$ cat src/shared/pfsm_params.svh
// offsets, field positions and reset values of the port function select block
`ifndef PFSM_PARAMS_SVH
`define PFSM_PARAMS_SVH

// register offsets on the register port
`define PFSM_PORT0_SELECT_ADDR 8'hf3
`define PFSM_PORT1_SELECT_ADDR 8'hf4
`define PFSM_PORT2_SELECT_ADDR 8'hf5

// reset values
`define PFSM_PORT0_SELECT_RESET 8'h00
`define PFSM_PORT1_SELECT_RESET 8'h00
`define PFSM_PORT2_SELECT_RESET 7'h00

// field positions in the port 2 select and priority register
`define PFSM_SERIAL_PAIR_BIT     6
`define PFSM_SERIAL1_TIMER3_BIT  5
`define PFSM_TIMER1_TIMER4_BIT   4
`define PFSM_SERIAL0_TIMER1_BIT  3
`define PFSM_PORT2_PIN4_BIT      2
`define PFSM_PORT2_PIN3_BIT      1
`define PFSM_PORT2_PIN0_BIT      0
`define PFSM_PORT2_USED_MASK     8'h7f

// port widths
`define PFSM_PORT0_PINS 8
`define PFSM_PORT1_PINS 8
`define PFSM_PORT2_PINS 5

`endif

$ cat src/shared/pfsm_pkg.sv
// types of the port function select block
package pfsm_pkg;

	// who drives a port 1 pin
	typedef enum logic [2:0] {
		PFSM_OWN_GPIO,
		PFSM_OWN_SERIAL0,
		PFSM_OWN_SERIAL1,
		PFSM_OWN_TIMER1,
		PFSM_OWN_TIMER3,
		PFSM_OWN_TIMER4,
		PFSM_OWN_AUDIO
	} pfsm_owner_type;

	// port 1 peripheral contenders, in index order
	typedef enum logic [2:0] {
		PFSM_CAND_SERIAL0,
		PFSM_CAND_SERIAL1,
		PFSM_CAND_TIMER1,
		PFSM_CAND_TIMER3,
		PFSM_CAND_TIMER4
	} pfsm_cand_type;

endpackage

$ cat src/shared/pfsm_cfg_if.sv
// configuration carried from the select registers to the pin mux
`timescale 1ns/1ps
`default_nettype none

interface pfsm_cfg_if;
	logic [7:0] port0_function_select;
	logic [7:0] port1_function_select;
	logic [6:0] port2_select_and_priority;

	modport regs (output port0_function_select, port1_function_select,
		port2_select_and_priority);
	modport mux (input port0_function_select, port1_function_select,
		port2_select_and_priority);
endinterface

`default_nettype wire

$ cat src/core/pfsm_top.sv
// per-pin function selection and port 1 peripheral arbitration
//
// Decided for this implementation: the strobed register port.
`timescale 1ns/1ps
`default_nettype none
`include "pfsm_params.svh"

module pfsm_top
	import pfsm_pkg::*;
#(
	parameter int P0_PINS = `PFSM_PORT0_PINS,
	parameter int P1_PINS = `PFSM_PORT1_PINS,
	parameter int P2_PINS = `PFSM_PORT2_PINS
) (
	// clock and reset
	input  wire logic                clk,
	input  wire logic                rst_b,
	// register port
	input  wire logic [7:0]          reg_addr,
	input  wire logic [7:0]          reg_wdata,
	input  wire logic                reg_write,
	input  wire logic                reg_read,
	output logic      [7:0]          reg_rdata,
	// overrides from neighbouring units
	input  wire logic [P0_PINS-1:0]  converter_input_config,
	input  wire logic                debug_active,
	input  wire logic                audio_enable,
	input  wire logic [P0_PINS-1:0]  audio_port0_claim,
	input  wire logic [P1_PINS-1:0]  audio_port1_claim,
	input  wire logic [P1_PINS-1:0]  audio_out,
	input  wire logic [P1_PINS-1:0]  audio_oe,
	input  wire logic [1:0]          debug_out,
	input  wire logic [1:0]          debug_oe,
	// general I/O drive per port
	input  wire logic [P0_PINS-1:0]  gpio0_out,
	input  wire logic [P0_PINS-1:0]  gpio0_oe,
	input  wire logic [P1_PINS-1:0]  gpio1_out,
	input  wire logic [P1_PINS-1:0]  gpio1_oe,
	input  wire logic [P2_PINS-1:0]  gpio2_out,
	input  wire logic [P2_PINS-1:0]  gpio2_oe,
	// peripheral drive for ports 0 and 2
	input  wire logic [P0_PINS-1:0]  periph0_out,
	input  wire logic [P0_PINS-1:0]  periph0_oe,
	input  wire logic [P2_PINS-1:0]  periph2_out,
	input  wire logic [P2_PINS-1:0]  periph2_oe,
	// port 1 contenders, index 0 serial0, 1 serial1, 2 timer1, 3 timer3, 4 timer4
	input  wire logic [4:0][P1_PINS-1:0] unit_claim,
	input  wire logic [4:0][P1_PINS-1:0] unit_out,
	input  wire logic [4:0][P1_PINS-1:0] unit_oe,
	// pin drive
	output logic      [P0_PINS-1:0]  port0_out,
	output logic      [P0_PINS-1:0]  port0_oe,
	output logic      [P0_PINS-1:0]  port0_analog,
	output logic      [P1_PINS-1:0]  port1_out,
	output logic      [P1_PINS-1:0]  port1_oe,
	output logic      [P2_PINS-1:0]  port2_out,
	output logic      [P2_PINS-1:0]  port2_oe,
	// port 1 owners, three bits per pin
	output logic [P1_PINS-1:0][2:0]  port1_owner
);

	pfsm_cfg_if cfg ();

	////////////////////////////////////////////////////////////////////////////////
	// register file
	pfsm_regs u_regs (
		.clk       (clk),
		.rst_b     (rst_b),
		.reg_addr  (reg_addr),
		.reg_wdata (reg_wdata),
		.reg_write (reg_write),
		.reg_read  (reg_read),
		.reg_rdata (reg_rdata),
		.cfg       (cfg)
	);

	////////////////////////////////////////////////////////////////////////////////
	// pairwise precedence between two port 1 contenders
	function automatic logic beats(input logic [2:0] a, input logic [2:0] b,
		input logic [6:0] pri);
		logic win;
		win = (a < b);
		if (a == 3'(PFSM_CAND_SERIAL0) && b == 3'(PFSM_CAND_SERIAL1))
			win = !pri[`PFSM_SERIAL_PAIR_BIT];
		if (a == 3'(PFSM_CAND_SERIAL1) && b == 3'(PFSM_CAND_SERIAL0))
			win = pri[`PFSM_SERIAL_PAIR_BIT];
		if (a == 3'(PFSM_CAND_SERIAL1) && b == 3'(PFSM_CAND_TIMER3))
			win = !pri[`PFSM_SERIAL1_TIMER3_BIT];
		if (a == 3'(PFSM_CAND_TIMER3) && b == 3'(PFSM_CAND_SERIAL1))
			win = pri[`PFSM_SERIAL1_TIMER3_BIT];
		if (a == 3'(PFSM_CAND_TIMER1) && b == 3'(PFSM_CAND_TIMER4))
			win = !pri[`PFSM_TIMER1_TIMER4_BIT];
		if (a == 3'(PFSM_CAND_TIMER4) && b == 3'(PFSM_CAND_TIMER1))
			win = pri[`PFSM_TIMER1_TIMER4_BIT];
		if (a == 3'(PFSM_CAND_SERIAL0) && b == 3'(PFSM_CAND_TIMER1))
			win = !pri[`PFSM_SERIAL0_TIMER1_BIT];
		if (a == 3'(PFSM_CAND_TIMER1) && b == 3'(PFSM_CAND_SERIAL0))
			win = pri[`PFSM_SERIAL0_TIMER1_BIT];
		return win;
	endfunction

	// first claimant that beats every other claimant; lowest claimant if none does
	function automatic logic [2:0] pick(input logic [4:0] claim, input logic [6:0] pri);
		logic [2:0] sel;
		logic       found;
		logic       all_win;
		sel   = 3'd0;
		found = 1'b0;
		for (int i = 4; i >= 0; i--) begin
			if (claim[i])
				sel = 3'(i);
		end
		for (int i = 0; i < 5; i++) begin
			all_win = claim[i];
			for (int j = 0; j < 5; j++) begin
				if (j != i && claim[j] && !beats(3'(i), 3'(j), pri))
					all_win = 1'b0;
			end
			if (all_win && !found) begin
				sel   = 3'(i);
				found = 1'b1;
			end
		end
		return sel;
	endfunction

	////////////////////////////////////////////////////////////////////////////////
	// port 1 contender per pin
	logic [P1_PINS-1:0][2:0] winner;
	logic [P1_PINS-1:0]      any_claim;

	genvar g;
	generate
		for (g = 0; g < P1_PINS; g++) begin : g_p1
			assign any_claim[g] = |{unit_claim[4][g], unit_claim[3][g], unit_claim[2][g],
				unit_claim[1][g], unit_claim[0][g]};
			assign winner[g] = pick({unit_claim[4][g], unit_claim[3][g], unit_claim[2][g],
				unit_claim[1][g], unit_claim[0][g]}, cfg.port2_select_and_priority);
		end
	endgenerate

	////////////////////////////////////////////////////////////////////////////////
	// next pin drive
	logic [P0_PINS-1:0]      next_port0_out;
	logic [P0_PINS-1:0]      next_port0_oe;
	logic [P0_PINS-1:0]      next_port0_analog;
	logic [P1_PINS-1:0]      next_port1_out;
	logic [P1_PINS-1:0]      next_port1_oe;
	logic [P2_PINS-1:0]      next_port2_out;
	logic [P2_PINS-1:0]      next_port2_oe;
	logic [P1_PINS-1:0][2:0] next_port1_owner;
	logic [P2_PINS-1:0]      p2_sel;

	always_comb begin
		// port 2 select bits spread onto pins 4, 3 and 0
		p2_sel    = '0;
		p2_sel[0] = cfg.port2_select_and_priority[`PFSM_PORT2_PIN0_BIT];
		p2_sel[3] = cfg.port2_select_and_priority[`PFSM_PORT2_PIN3_BIT];
		p2_sel[4] = cfg.port2_select_and_priority[`PFSM_PORT2_PIN4_BIT];
		// port 0: converter, then audio, then select bit
		for (int i = 0; i < P0_PINS; i++) begin
			next_port0_analog[i] = converter_input_config[i];
			if (converter_input_config[i]) begin
				next_port0_out[i] = 1'b0;
				next_port0_oe[i]  = 1'b0;
			end else if (audio_enable && audio_port0_claim[i]) begin
				next_port0_out[i] = audio_out[i];
				next_port0_oe[i]  = audio_oe[i];
			end else if (cfg.port0_function_select[i]) begin
				next_port0_out[i] = periph0_out[i];
				next_port0_oe[i]  = periph0_oe[i];
			end else begin
				next_port0_out[i] = gpio0_out[i];
				next_port0_oe[i]  = gpio0_oe[i];
			end
		end
		// port 1: audio, then arbitrated peripheral, then general I/O
		for (int i = 0; i < P1_PINS; i++) begin
			if (audio_enable && audio_port1_claim[i]) begin
				next_port1_out[i]   = audio_out[i];
				next_port1_oe[i]    = audio_oe[i];
				next_port1_owner[i] = 3'(PFSM_OWN_AUDIO);
			end else if (cfg.port1_function_select[i] && any_claim[i]) begin
				next_port1_out[i]   = unit_out[winner[i]][i];
				next_port1_oe[i]    = unit_oe[winner[i]][i];
				next_port1_owner[i] = 3'(winner[i] + 3'd1);
			end else begin
				next_port1_out[i]   = gpio1_out[i];
				next_port1_oe[i]    = gpio1_oe[i];
				next_port1_owner[i] = 3'(PFSM_OWN_GPIO);
			end
		end
		// port 2: debug on pins 1 and 2 beats everything
		for (int i = 0; i < P2_PINS; i++) begin
			if (p2_sel[i]) begin
				next_port2_out[i] = periph2_out[i];
				next_port2_oe[i]  = periph2_oe[i];
			end else begin
				next_port2_out[i] = gpio2_out[i];
				next_port2_oe[i]  = gpio2_oe[i];
			end
		end
		if (debug_active) begin
			next_port2_out[2:1] = debug_out;
			next_port2_oe[2:1]  = debug_oe;
		end
	end

	// pin drive registers
	always_ff @(posedge clk or negedge rst_b) begin
		if (!rst_b) begin
			port0_out    <= '0;
			port0_oe     <= '0;
			port0_analog <= '0;
			port1_out    <= '0;
			port1_oe     <= '0;
			port2_out    <= '0;
			port2_oe     <= '0;
			port1_owner  <= '0;
		end else begin
			port0_out    <= next_port0_out;
			port0_oe     <= next_port0_oe;
			port0_analog <= next_port0_analog;
			port1_out    <= next_port1_out;
			port1_oe     <= next_port1_oe;
			port2_out    <= next_port2_out;
			port2_oe     <= next_port2_oe;
			port1_owner  <= next_port1_owner;
		end
	end

endmodule

`default_nettype wire

$ cat src/core/pfsm_regs.sv
// select and priority registers behind the plain register port
`timescale 1ns/1ps
`default_nettype none
`include "pfsm_params.svh"

module pfsm_regs
	import pfsm_pkg::*;
(
	// clock and reset
	input  wire logic  clk,
	input  wire logic  rst_b,
	// register port
	input  wire logic [7:0] reg_addr,
	input  wire logic [7:0] reg_wdata,
	input  wire logic       reg_write,
	input  wire logic       reg_read,
	output logic      [7:0] reg_rdata,
	// configuration toward the mux
	pfsm_cfg_if.regs        cfg
);

	logic [7:0] port0_function_select;
	logic [7:0] port1_function_select;
	logic [6:0] port2_select_and_priority;
	logic [7:0] next_port0_function_select;
	logic [7:0] next_port1_function_select;
	logic [6:0] next_port2_select_and_priority;
	logic [7:0] next_reg_rdata;

	// write decode and registered read data
	always_comb begin
		next_port0_function_select     = port0_function_select;
		next_port1_function_select     = port1_function_select;
		next_port2_select_and_priority = port2_select_and_priority;
		next_reg_rdata                 = 8'h00;
		if (reg_write) begin
			case (reg_addr)
				`PFSM_PORT0_SELECT_ADDR: next_port0_function_select = reg_wdata;
				`PFSM_PORT1_SELECT_ADDR: next_port1_function_select = reg_wdata;
				`PFSM_PORT2_SELECT_ADDR: next_port2_select_and_priority = reg_wdata[6:0];
				default: ;
			endcase
		end
		if (reg_read) begin
			case (reg_addr)
				`PFSM_PORT0_SELECT_ADDR: next_reg_rdata = port0_function_select;
				`PFSM_PORT1_SELECT_ADDR: next_reg_rdata = port1_function_select;
				`PFSM_PORT2_SELECT_ADDR: next_reg_rdata = {1'b0, port2_select_and_priority};
				default:                 next_reg_rdata = 8'h00;
			endcase
		end
	end

	// register state, all cleared by reset
	always_ff @(posedge clk or negedge rst_b) begin
		if (!rst_b) begin
			port0_function_select     <= `PFSM_PORT0_SELECT_RESET;
			port1_function_select     <= `PFSM_PORT1_SELECT_RESET;
			port2_select_and_priority <= `PFSM_PORT2_SELECT_RESET;
			reg_rdata                 <= 8'h00;
		end else begin
			port0_function_select     <= next_port0_function_select;
			port1_function_select     <= next_port1_function_select;
			port2_select_and_priority <= next_port2_select_and_priority;
			reg_rdata                 <= next_reg_rdata;
		end
	end

	assign cfg.port0_function_select     = port0_function_select;
	assign cfg.port1_function_select     = port1_function_select;
	assign cfg.port2_select_and_priority = port2_select_and_priority;

endmodule

`default_nettype wire

$ cat config.mk
export PLATFORM = sky130hd
export DESIGN_NAME = pfsm_top
export DESIGN_NICKNAME = d
export VERILOG_FILES = /design/src/shared/pfsm_pkg.sv /design/src/shared/pfsm_cfg_if.sv /design/src/core/pfsm_top.sv /design/src/core/pfsm_regs.sv
export VERILOG_INCLUDE_DIRS = /design/src /design/src/shared
export SDC_FILE = /design/constraint.sdc
export NUM_CORES = 1
export LEC_CHECK = 0
export ABC_AREA = 1
export BUFFER_PORTS_ARGS = -buffer_cell sky130_fd_sc_hd__buf_2
export CAP_MARGIN = 20
export CORE_AREA = 2 2 130 132
export CTS_CLUSTER_SIZE = 12
export DETAILED_ROUTE_END_ITERATION = 8
export DIE_AREA = 0 0 132 134
export PLACE_DENSITY = 0.81
export SLEW_MARGIN = 20
export SYNTH_ARGS = -nofsm -noshare
export SYNTH_HDL_FRONTEND = slang
export SYNTH_HIERARCHICAL = 1
export SYNTH_SLANG_ARGS = --single-unit
export TNS_END_PERCENT = 100
$ cat constraint.sdc
create_clock -name clk -period 1.7 [get_ports clk]
set_input_delay 0.34 -clock clk [delete_from_list [all_inputs] [get_ports clk]]
set_output_delay 0.34 -clock clk [all_outputs]
set_load 0.01 [all_outputs]
# Word level (Yosys, flattened, before mapping)
# Cells that the tools add are included.
dict set report op_classes {
  n_reduce_logical 167
  muxes 362
  eq_ne 3
  n_lt_le_gt_ge 8
  add_sub_neg 8
}
# operator n
set ops {}
lappend ops {{$bmux W8 S3} 16}
lappend ops {{$mux W3} 98}
lappend ops {{$mux W1} 232}
lappend ops {{$logic_and A1 B1 Y1} 120}
lappend ops {{$reduce_or A5 Y1} 8}
lappend ops {{$logic_not A1 Y1} 36}
lappend ops {{$lt A3 B4 Y1 const B} 8}
lappend ops {{$add A3 B1 Y3 const B} 8}
lappend ops {{$eq A8 B8 Y1 const B} 3}
lappend ops {{$mux W8} 3}
lappend ops {{$pmux W8 S3} 1}
lappend ops {{$mux W7} 2}
lappend ops {{$mux W6} 2}
lappend ops {{$mux W5} 2}
lappend ops {{$mux W2} 4}
lappend ops {{$mux W4} 2}
lappend ops {{$reduce_and A2 Y1} 3}
dict set report word_totals {
  regBits 105
  out_inout_bits 82
}

# Logic depth before layout (Yosys ltp)
# Gate-level depths: netlist of run 1.
dict set report logic_depth {
  word_depth 20
  ltp_mapped 11
}

# By module
# Netlist of run 1, hierarchy kept.
# mod cells_per_inst seq_area_each_um2 area_per_inst_um2 instances
set by_module_without_submodules {}
lappend by_module_without_submodules {pfsm_top 714 1851.8 5197.5 1}
lappend by_module_without_submodules {pfsm_regs 172 775.7 1497.7 1}

# Worst setup path after synthesis of run 1
# OpenSTA, ideal clock, no wires.
dict set report synth_timing {
  path_type {flip-flop to flip-flop}
  startpoint {register u_regs.port2_select_and_priority[4], in the netlist u_regs/cfg.port2_select_and_priority[4]}
  endpoint {register port1_owner[23] in the netlist's numbering}
  required_time_ps 1617
  stages_incl_launch_ff 10
  n_path_buf 1
  setup_time_ps 83
  arrival_time_ps 1378
  slack_ps 240
  path_cell_list {dfrtp_1 buf_6 inv_6 a21oi_4 nand3_4 nand2_2 inv_2 ha_1 xor2_1 o21ai_0}
}
# item line
set synth_rtl {}
lappend synth_rtl {{start, declared} pfsm_regs.sv:24} ;# logic [6:0] port2_select_and_priority;
lappend synth_rtl {{start signal, assigned} pfsm_regs.sv:59} ;# port2_select_and_priority <= `PFSM_PORT2_SELECT_RESET;
lappend synth_rtl {{start signal, assigned} pfsm_regs.sv:64} ;# port2_select_and_priority <= next_port2_select_and_priority;
lappend synth_rtl {{end signal, assigned} pfsm_top.sv:228} ;# port1_owner <= next_port1_owner;
lappend synth_rtl {{end, declared} pfsm_top.sv:59} ;# output logic [P1_PINS-1:0][2:0] port1_owner

==> Implementation_results.wiki, run 1 <==
{| class="wikitable"
! Metric !! Value
|-
| Required time at the endpoint of the critical path || 1.97 ns
|-
| Syn nets || ~1.1k
|-
| Pin count of the biggest net entering global routing || 43
|-
| Unrepaired setup endpoints after global routing || no
|-
| Most numerous cell in the Yosys netlist || nand2_1
|-
| Vert. Die Dim || ~130 um
|-
| Type of origin of the critical path || flip-flop
|-
| P_leak || 5.131 nW
|-
| Synth async-reset ratio || 100.0%
|-
| Largest fanout on the critical path || 3
|-
| DR WL met3 || 1473 um
|-
| Worst slew margin || about 63%
|-
| Sort of element at the end of the critical path || flip-flop
|-
| Net switching fraction of the power || 30.83%
|-
| Net switching power || roughly 1.9 mW
|-
| Starting density of the core || 41.10%
|-
| Setup Skew || 0.007765 ns
|-
| Wire length of the first global-routing pass || 33620 um
|-
| Final Slew Violations || 0
|-
| Number of endpoints with negative hold slack in the final report || 0
|-
| Critical-path cell with the highest stage delay || dfrtp_1
|-
| Maximum single-stage delay on the critical path || 0.42 ns
|-
| Number of core rows || 47
|-
| Met2 WL || 11120 um
|-
| Metal1 wirelength || 8403 um
|-
| Mean cell area of the mapped netlist || 7.557 um^2
|-
| Number of enable flip-flop cells after synthesis || 0
|-
| Sequence of cells on the critical path || inv_2 -> buf_4 -> nand2_1 -> nand3_1 -> nand3_1 -> nand2_2 -> inv_2 -> ha_1 -> xor2_1 -> o21ai_0
|-
| Critical Path AT || around 1.9 ns
|-
| Layout fillers || 1570
|-
| Portion of the post-synthesis area used by sequential elements || 39.25%
|-
| Slack of the critical path || 0.1164 ns
|-
| Top area cells in the synthesized netlist || dfrtp_1 39%, nand2_1 16%, nand3_1 7.8%
|-
| # port buffers || 331
|-
| Worst-case hold slack || 0.1006 ns
|-
| Die extent in x || approximately 130 um
|-
| DR vias || ~7.2k
|-
| Final core occ || 55.31%
|-
| RePlAce Congestion || 0.8578
|-
| Initial drt markers || 331
|-
| Critical path type || reg -> reg
|-
| Final layout net count || 1495
|-
| Max IR drop VDD || 495.0 uV
|-
| Number of cells traversed by the worst register-to-register path || 10
|-
| Number of clock sinks || 105
|-
| Worst Hold Launch || converter_input_config[0]
|-
| Power per Cell Area || roughly 680 nW/um^2
|-
| Most common flop cell mapped by yosys || dfrtp_1
|-
| Core area || 16290 um^2
|-
| Via count of the first global-routing pass || 7048
|-
| Outcome || complete, no violations
|-
| Number of max-capacitance violations reported || 0
|-
| Number of cells on the worst hold path || 1
|-
| Insertion delay of the later-clocked pin in the worst-skew pair || 0.35 ns
|-
| Detailed-route vias per instance || 4.932
|-
| Hold Crit Class || in -> reg
|-
| Routed WL || ~22000 um
|-
| Half-perimeter wire length after placement || 17300 um
|-
| P&R area growth vs syn || 34.57%
|-
| Overall overflow remaining after global route || 0
|-
| Synth area leader || dfrtp_1
|-
| Portion of total power attributed to sequential cells || 43.6%
|-
| Number of post-CTS setup repair buffers || 0
|-
| Top routing layer in use || met4
|-
| Share of cells above drive strength 1 || roughly two fifths
|-
| Transition time at the pin with the least slew margin || 0.5511 ns
|-
| Final setup fails || 0
|-
| Antenna violations before repair || 4
|-
| Pre-CTS worst setup slack || 0.08680 ns
|-
| Total power after layout || approximately 6 mW
|-
| Final-layout setup total negative slack || 0 ns
|-
| Share of the clock period used by the worst path after layout || 93.15%
|-
| Combinational cell fraction of total power || a little under a quarter
|-
| Count of antenna-violating nets left after detailed routing || 0
|-
| CTS tree || done
|-
| Buffer cell driving the clock tree root || clkbuf_16
|-
| Proportion of power drawn by the clock network || about 33%
|-
| Inserted Clock Buffers || 9
|-
| Min Clock Period, post-route || 1.584 ns
|-
| Clock slew at reported path FFs || ~0.080 ns
|-
| Maximum buffer depth of the clock tree || 2
|-
| Yosys warning count || 6
|-
| Cell variety after synth || 34
|-
| Count of TritonRoute iterations in the first routing pass || 5
|-
| Startpoint of the lowest-slack register-to-register path || u_regs/cfg.port2_select_and_priority[3]
|-
| GR Util All Layers || 23.99%
|-
| Highest Clock Rate || about 630 MHz
|-
| Total Die Area || 17690 um^2
|-
| Combined area of all synthesized cells || between 6000 and 7000 um^2
|-
| FF+latch count, synth || 105
|-
| End of the worst hold path || port0_analog[0]
|-
| Top post-synthesis cells by count || 290 x nand2_1, 105 x dfrtp_1, 104 x nand3_1
|-
| Area fraction of the dominant cell type after synthesis || 39.25%
|-
| Final routed wire length divided by cell count || 14.75 um
|-
| Reg2Reg Setup Slack || 0.12 ns
|-
| Io pins || 336
|-
| DRC violation count after routing || 0
|-
| Reg-to-reg endpoint || port1_owner[17]
|-
| Cell-internal power || 4.267 mW
|-
| Gate count of the mapped netlist || 886
|-
| CTS HTree Levels || 3
|}
## placed cells by master (no fill, tap or decap), types with 2 or more instances in the layout
master | synthesis | layout
a21oi_1 | 24 | 24
a21oi_2 | 16 | 16
a21oi_4 | 3 | 3
a31oi_1 | 14 | 14
buf_12 | 0 | 3
buf_2 | 0 | 330
buf_4 | 1 | 10
clkbuf_16 | 0 | 9
clkinv_2 | 0 | 2
clkinv_4 | 0 | 2
clkinvlp_4 | 0 | 2
dfrtp_1 | 105 | 104
diode_2 | 0 | 5
ha_1 | 8 | 8
inv_1 | 70 | 69
inv_2 | 15 | 15
inv_6 | 1 | 2
mux2_2 | 10 | 10
nand2_1 | 290 | 290
nand2_2 | 26 | 26
nand2_4 | 13 | 13
nand3_1 | 104 | 104
nand3_2 | 7 | 7
nand3_4 | 4 | 4
nand4_4 | 5 | 5
nor2_1 | 65 | 65
nor2_2 | 6 | 6
nor2_4 | 6 | 6
nor2_8 | 3 | 3
nor3_1 | 8 | 8
o21ai_0 | 52 | 50
o21ai_1 | 3 | 5
o21ai_2 | 7 | 7
xor2_1 | 8 | 8
## registers in the layout (all words and copies together), names as in the netlist
name and cells:
port0_oe 8, port0_out 8, u_regs/cfg.port1_function_select 8, port2_oe 5, port1_oe 8, u_regs/cfg.port2_select_and_priority 7
u_regs/reg_rdata 8, u_regs/cfg.port0_function_select 8, port1_owner 24, port1_out 8, port0_analog 8, port2_out 5
## routing by layer
metal	vias to the layer above	GRT usage [%]
li1	3583	-
met2	279	44.42
met3	40	5.442
met1	3314	26.63
met4	0	9.601
met5	-	0
## layout make-up
type | instances | area (um^2) | area share (%)
clock buffers | 10 | 239.0 | 2.652
clock inverters | 6 | 42.54 | 0.4722
flip-flops and latches | 105 | 2629 | 29.18
well taps | 220 | 275.3 | 3.055
multi-input cells | 685 | 3665 | 40.67
diodes | 5 | 12.51 | 0.1389
inverters | 87 | 339.1 | 3.763
repair buffers | 345 | 1808 | 20.07
## critical path: cells and delay by family (launching register included)
family	cells	cell delay [ns]
flip-flops	1	0.42
AND/OR/NAND/NOR	4	0.33
XOR/XNOR	1	0.16
AO/OA/AOI/OAI	1	0.14
adder cells (fa/ha/maj)	1	0.19
buffers and inverters	3	0.27
## power groups by stage
stage	Clock (mW)	Sequential [mW]	Combinational, mW
final	2.03	2.69	1.46
after global routing	2.16	2.70	1.63
after CTS	2.08	2.69	1.46
after detailed placement	0	2.74	1.46
after global placement	0	2.73	1.42
after floorplan	0	2.78	0.719
## per-stage QoR
stage | std cells | area, um^2
after floorplan | 886 | 6695
after global placement | 1441 | 8696
after detailed placement | 1441 | 8696
after CTS | 1458 | 8987
after global routing | 1462 | 9007
final | 1463 | 9010
## kinds of logic (layout without fill, tap and decap cells)
group	after synthesis	after routing	share of synthesized area, %
compound gates	121	121	11.18
xor+xnor	8	8	1.047
fa+ha+maj	8	8	1.495
buf+inv	96	448	6.017
flops	105	105	39.25
mux	10	10	1.682
other cells	0	5	0
simple gates	538	538	39.34
## worst max-delay path by stage
| stage | from | endpoint | slack [ns] | cells past startpoint |
|---|---|---|---|---|
| finish | u_regs/cfg.port2_select_and_priority[3] | port1_owner[17] | 0.12 | 10 |
| global route | u_regs/cfg.port2_select_and_priority[3] | port1_owner[17] | 0.004 | 10 |
| CTS | u_regs/cfg.port2_select_and_priority[3] | port1_owner[17] | 0.07 | 10 |
| detailed placement | u_regs/cfg.port2_select_and_priority[3] | port1_owner[17] | 0.09 | 10 |
| global placement | u_regs/cfg.port2_select_and_priority[4] | port1_owner[23] | 0.13 | 8 |
| floorplan | u_regs/cfg.port2_select_and_priority[4] | port1_owner[23] | 0.24 | 9 |
## timing repair
item                                    CTS  global route
endpoints found under the hold margin    13             0
gates resized for setup                   0             7
endpoints found under the setup margin    0            11
hold buffers                              1             0
Note: power is estimated with default switching activity, not from simulation.
==> inputs of run 2 (changes only) <==
- BUFFER_PORTS_ARGS: -buffer_cell sky130_fd_sc_hd__buf_2 -> -buffer_cell sky130_fd_sc_hd__clkbuf_2
==> run 2 against run 1 <==
Maximum frequency up 1.2%; critical path type unchanged; largest power group unchanged; clock skew down 0.0026 ns; first-iteration DRC count up 3.0%; flip-flop and latch count unchanged; non-clock buffer count unchanged; worst hold slack better by 0.0095 ns.
==> Implementation_results.wiki, run 2 (same netlist as run 1, synthesis figures left out) <==
{| class="wikitable"
! Metric !! Value
|-
| Outcome || complete, no violations
|-
| Most frequent cells in the layout || 330 x clkbuf_2, 290 x nand2_1, 104 x nand3_1, 104 x dfrtp_1, 70 x inv_1
|-
| CTS tree || done
|-
| Register cell area after layout || 2629 um^2 (unchanged)
|-
| Worst slew margin || 63.60% (+0.39 points)
|-
| Number of core rows || 47 (unchanged)
|-
| Min Clock Period, post-route || 1.564 ns (-0.01922 ns)
|-
| DRC violation count after routing || 0 (unchanged)
|-
| Critical path type || reg -> reg
|-
| GR Util All Layers || 23.84% (-0.15 points)
|-
| Power per Cell Area || 698.5 nW/um^2 (+2.0%)
|-
| Wire length of the first global-routing pass || 33290 um (-1.0%)
|-
| Worst setup startpoint || u_regs/cfg.port2_select_and_priority[3]
|-
| Max IR drop VDD || 464.1 uV (-6.2%)
|-
| Final Slew Violations || 0 (unchanged)
|-
| Pin count of the biggest net entering global routing || 37 (-14%)
|-
| Core area || 16290 um^2 (unchanged)
|-
| Starting density of the core || 41.10% (unchanged)
|-
| Cell-internal power || 4.450 mW (+4.3%)
|-
| Worst Hold Launch || converter_input_config[0]
|-
| Commonest non-fill, non-tap cell in the layout || clkbuf_2
|-
| Number of max-capacitance violations reported || 0 (unchanged)
|-
| Buffer cell driving the clock tree root || clkbuf_16
|-
| CTS HTree Levels || 3 (unchanged)
|-
| Routed WL || 21320 um (-1.2%)
|-
| Layout fillers || 1531 (-2.5%)
|-
| Flip-flop count of the largest register, all copies and words added || 24 (unchanged)
|-
| Required time at the endpoint of the critical path || 1.97 ns (about the same)
|-
| Sort of element at the end of the critical path || flip-flop
|-
| Total power after layout || 6.292 mW (+2.0%)
|-
| Largest register by flop count || port1_owner
|-
| Insertion delay of the later-clocked pin in the worst-skew pair || 0.35 ns (about the same)
|-
| Count of TritonRoute iterations in the first routing pass || 7 (+2)
|-
| Number of post-CTS setup repair buffers || 0 (unchanged)
|-
| Clock slew at reported path FFs || 0.07 ns (about the same)
|-
| Number of cells traversed by the worst register-to-register path || 10 (unchanged)
|-
| Highest Clock Rate || 639.2 MHz (+1.2%)
|-
| Unrepaired setup endpoints after global routing || no
|-
| DR vias || 7209 (-0.097%)
|-
| Overall overflow remaining after global route || 0 (unchanged)
|-
| Io pins || 336 (unchanged)
|-
| Net switching fraction of the power || 29.28% (-1.5 points)
|-
| Type of origin of the critical path || flip-flop
|-
| Startpoint of the lowest-slack register-to-register path || u_regs/cfg.port2_select_and_priority[3]
|-
| Multi-input gate area || 3665 um^2 (unchanged)
|-
| End of the worst hold path || port0_analog[0]
|-
| Reg-to-reg endpoint || port1_owner[23]
|-
| Proportion of power drawn by the clock network || 34.2% (+1.4 points)
|-
| Largest fanout on the critical path || 3 (unchanged)
|-
| Initial drt markers || 341 (+3.0%)
|-
| Detailed-route vias per instance || 4.944 (+0.25%)
|-
| Die extent in x || 132 um (unchanged)
|-
| Half-perimeter wire length after placement || 17490 um (+1.1%)
|-
| Setup Skew || 0.005123 ns (-0.002642 ns)
|-
| P_leak || 5.178 nW (+0.93%)
|-
| Combinational cell fraction of total power || 23.0% (-0.6 points)
|-
| Inserted Clock Buffers || 9 (unchanged)
|-
| Via count of the first global-routing pass || 7006 (-0.60%)
|-
| Final routed wire length divided by cell count || 14.62 um (-0.86%)
|-
| Final layout net count || 1495 (unchanged)
|-
| Antenna diodes || 0 (-5)
|-
| Final-layout setup total negative slack || 0 ns (unchanged)
|-
| P&R area growth vs syn || 34.54% (about the same)
|-
| Count of antenna-violating nets left after detailed routing || 0 (unchanged)
|-
| Transition time at the pin with the least slew margin || 0.5460 ns (-0.005049 ns)
|-
| Net switching power || 1.842 mW (-3.1%)
|-
| Reg2Reg Setup Slack || 0.14 ns (+0.02 ns)
|-
| # port buffers || 331 (unchanged)
|-
| Final setup fails || 0 (unchanged)
|-
| RePlAce Congestion || 0.8738 (+1.9%)
|-
| Share of cells above drive strength 1 || 39.10% (-0.16 points)
|-
| Total Die Area || 17690 um^2 (unchanged)
|-
| Portion of total power attributed to sequential cells || 42.8% (-0.8 points)
|-
| Critical Path AT || 1.83 ns (-0.03 ns)
|-
| Number of clock sinks || 105 (unchanged)
|-
| Share of the clock period used by the worst path after layout || 92.02% (-1.1 points)
|-
| Number of endpoints with negative hold slack in the final report || 0 (unchanged)
|-
| Vert. Die Dim || 134 um (unchanged)
|-
| Antenna violations before repair || 0 (-4)
|-
| Maximum buffer depth of the clock tree || 2 (unchanged)
|-
| Hold Crit Class || in -> reg
|-
| Number of cells on the worst hold path || 1 (unchanged)
|}
## run 2: worst max-delay path by stage
stage | endpoint | slack, ns | cells after the start
detailed placement | port1_owner[2] | 0.1 | 9
global placement | port1_owner[20] | 0.14 | 9
finish | port1_owner[23] | 0.14 | 10
global route | port1_owner[23] | 0.008 | 8
CTS | port1_owner[20] | 0.1 | 9
floorplan | port1_owner[23] | 0.24 | 9
## run 2: power by group through the flow
stage | Combinational [mW] | Clock (mW) | Sequential, mW
6_report | 1.45 | 2.15 | 2.69
5_1_grt | 1.62 | 2.33 | 2.71
4_1_cts | 1.46 | 2.21 | 2.69
3_5_place_dp | 1.45 | 0 | 2.74
3_3_place_gp | 1.42 | 0 | 2.74
2_1_floorplan | 0.719 | 0 | 2.78
## run 2: timing repair
action,CTS,global route
endpoints found under the setup margin,0,10
resized for setup,0,6
hold buffers,1,0
hold endpoints to repair,24,0
## run 2: per-stage QoR
step | std cells | utilization [%] | setup WS, ns | cell area, um^2 | hold slack (ns)
final | 1458 | 55.30 | 0.1356 | 9007 | 0.1100
after CTS | 1458 | 55.26 | 0.09506 | 9001 | 0.09331
after global placement | 1441 | 53.31 | 0.1388 | 8683 | 0.2928
after floorplan | 886 | - | 0.2395 | 6695 | 0.04441
after global routing | 1458 | 55.30 | 0.008099 | 9007 | 0.08993
after detailed placement | 1441 | 53.31 | 0.09805 | 8683 | 0.2903
## run 2: cell type report
| cell class | count | area share (%) |
|---|---|---|
| inverter | 87 | 3.764 |
| timing repair buffer | 345 | 19.89 |
| clock buffer | 12 | 2.848 |
| clock inverter | 4 | 0.5695 |
| tap | 220 | 3.056 |
| sequential | 105 | 29.18 |
| multi-input combinational | 685 | 40.69 |
## run 2: worst max-delay path: stages, from the launching register on
cell and delay [ns]:
dfrtp_1 0.41, inv_1 0.10, buf_4 0.14, nand2_1 0.05, nand3_1 0.07, nand3_1 0.09
nand2_2 0.09, inv_2 0.05, ha_1 0.20, xor2_1 0.16, o21ai_0 0.13
## run 2: layer usage
| metal | track usage, % | wire (um) |
|---|---|---|
| met5 | 0 | 0 |
| met4 | 8.696 | 405 |
| met3 | 5.631 | 1577 |
| met2 | 45.08 | 11280 |
| met1 | 25.87 | 8048 |
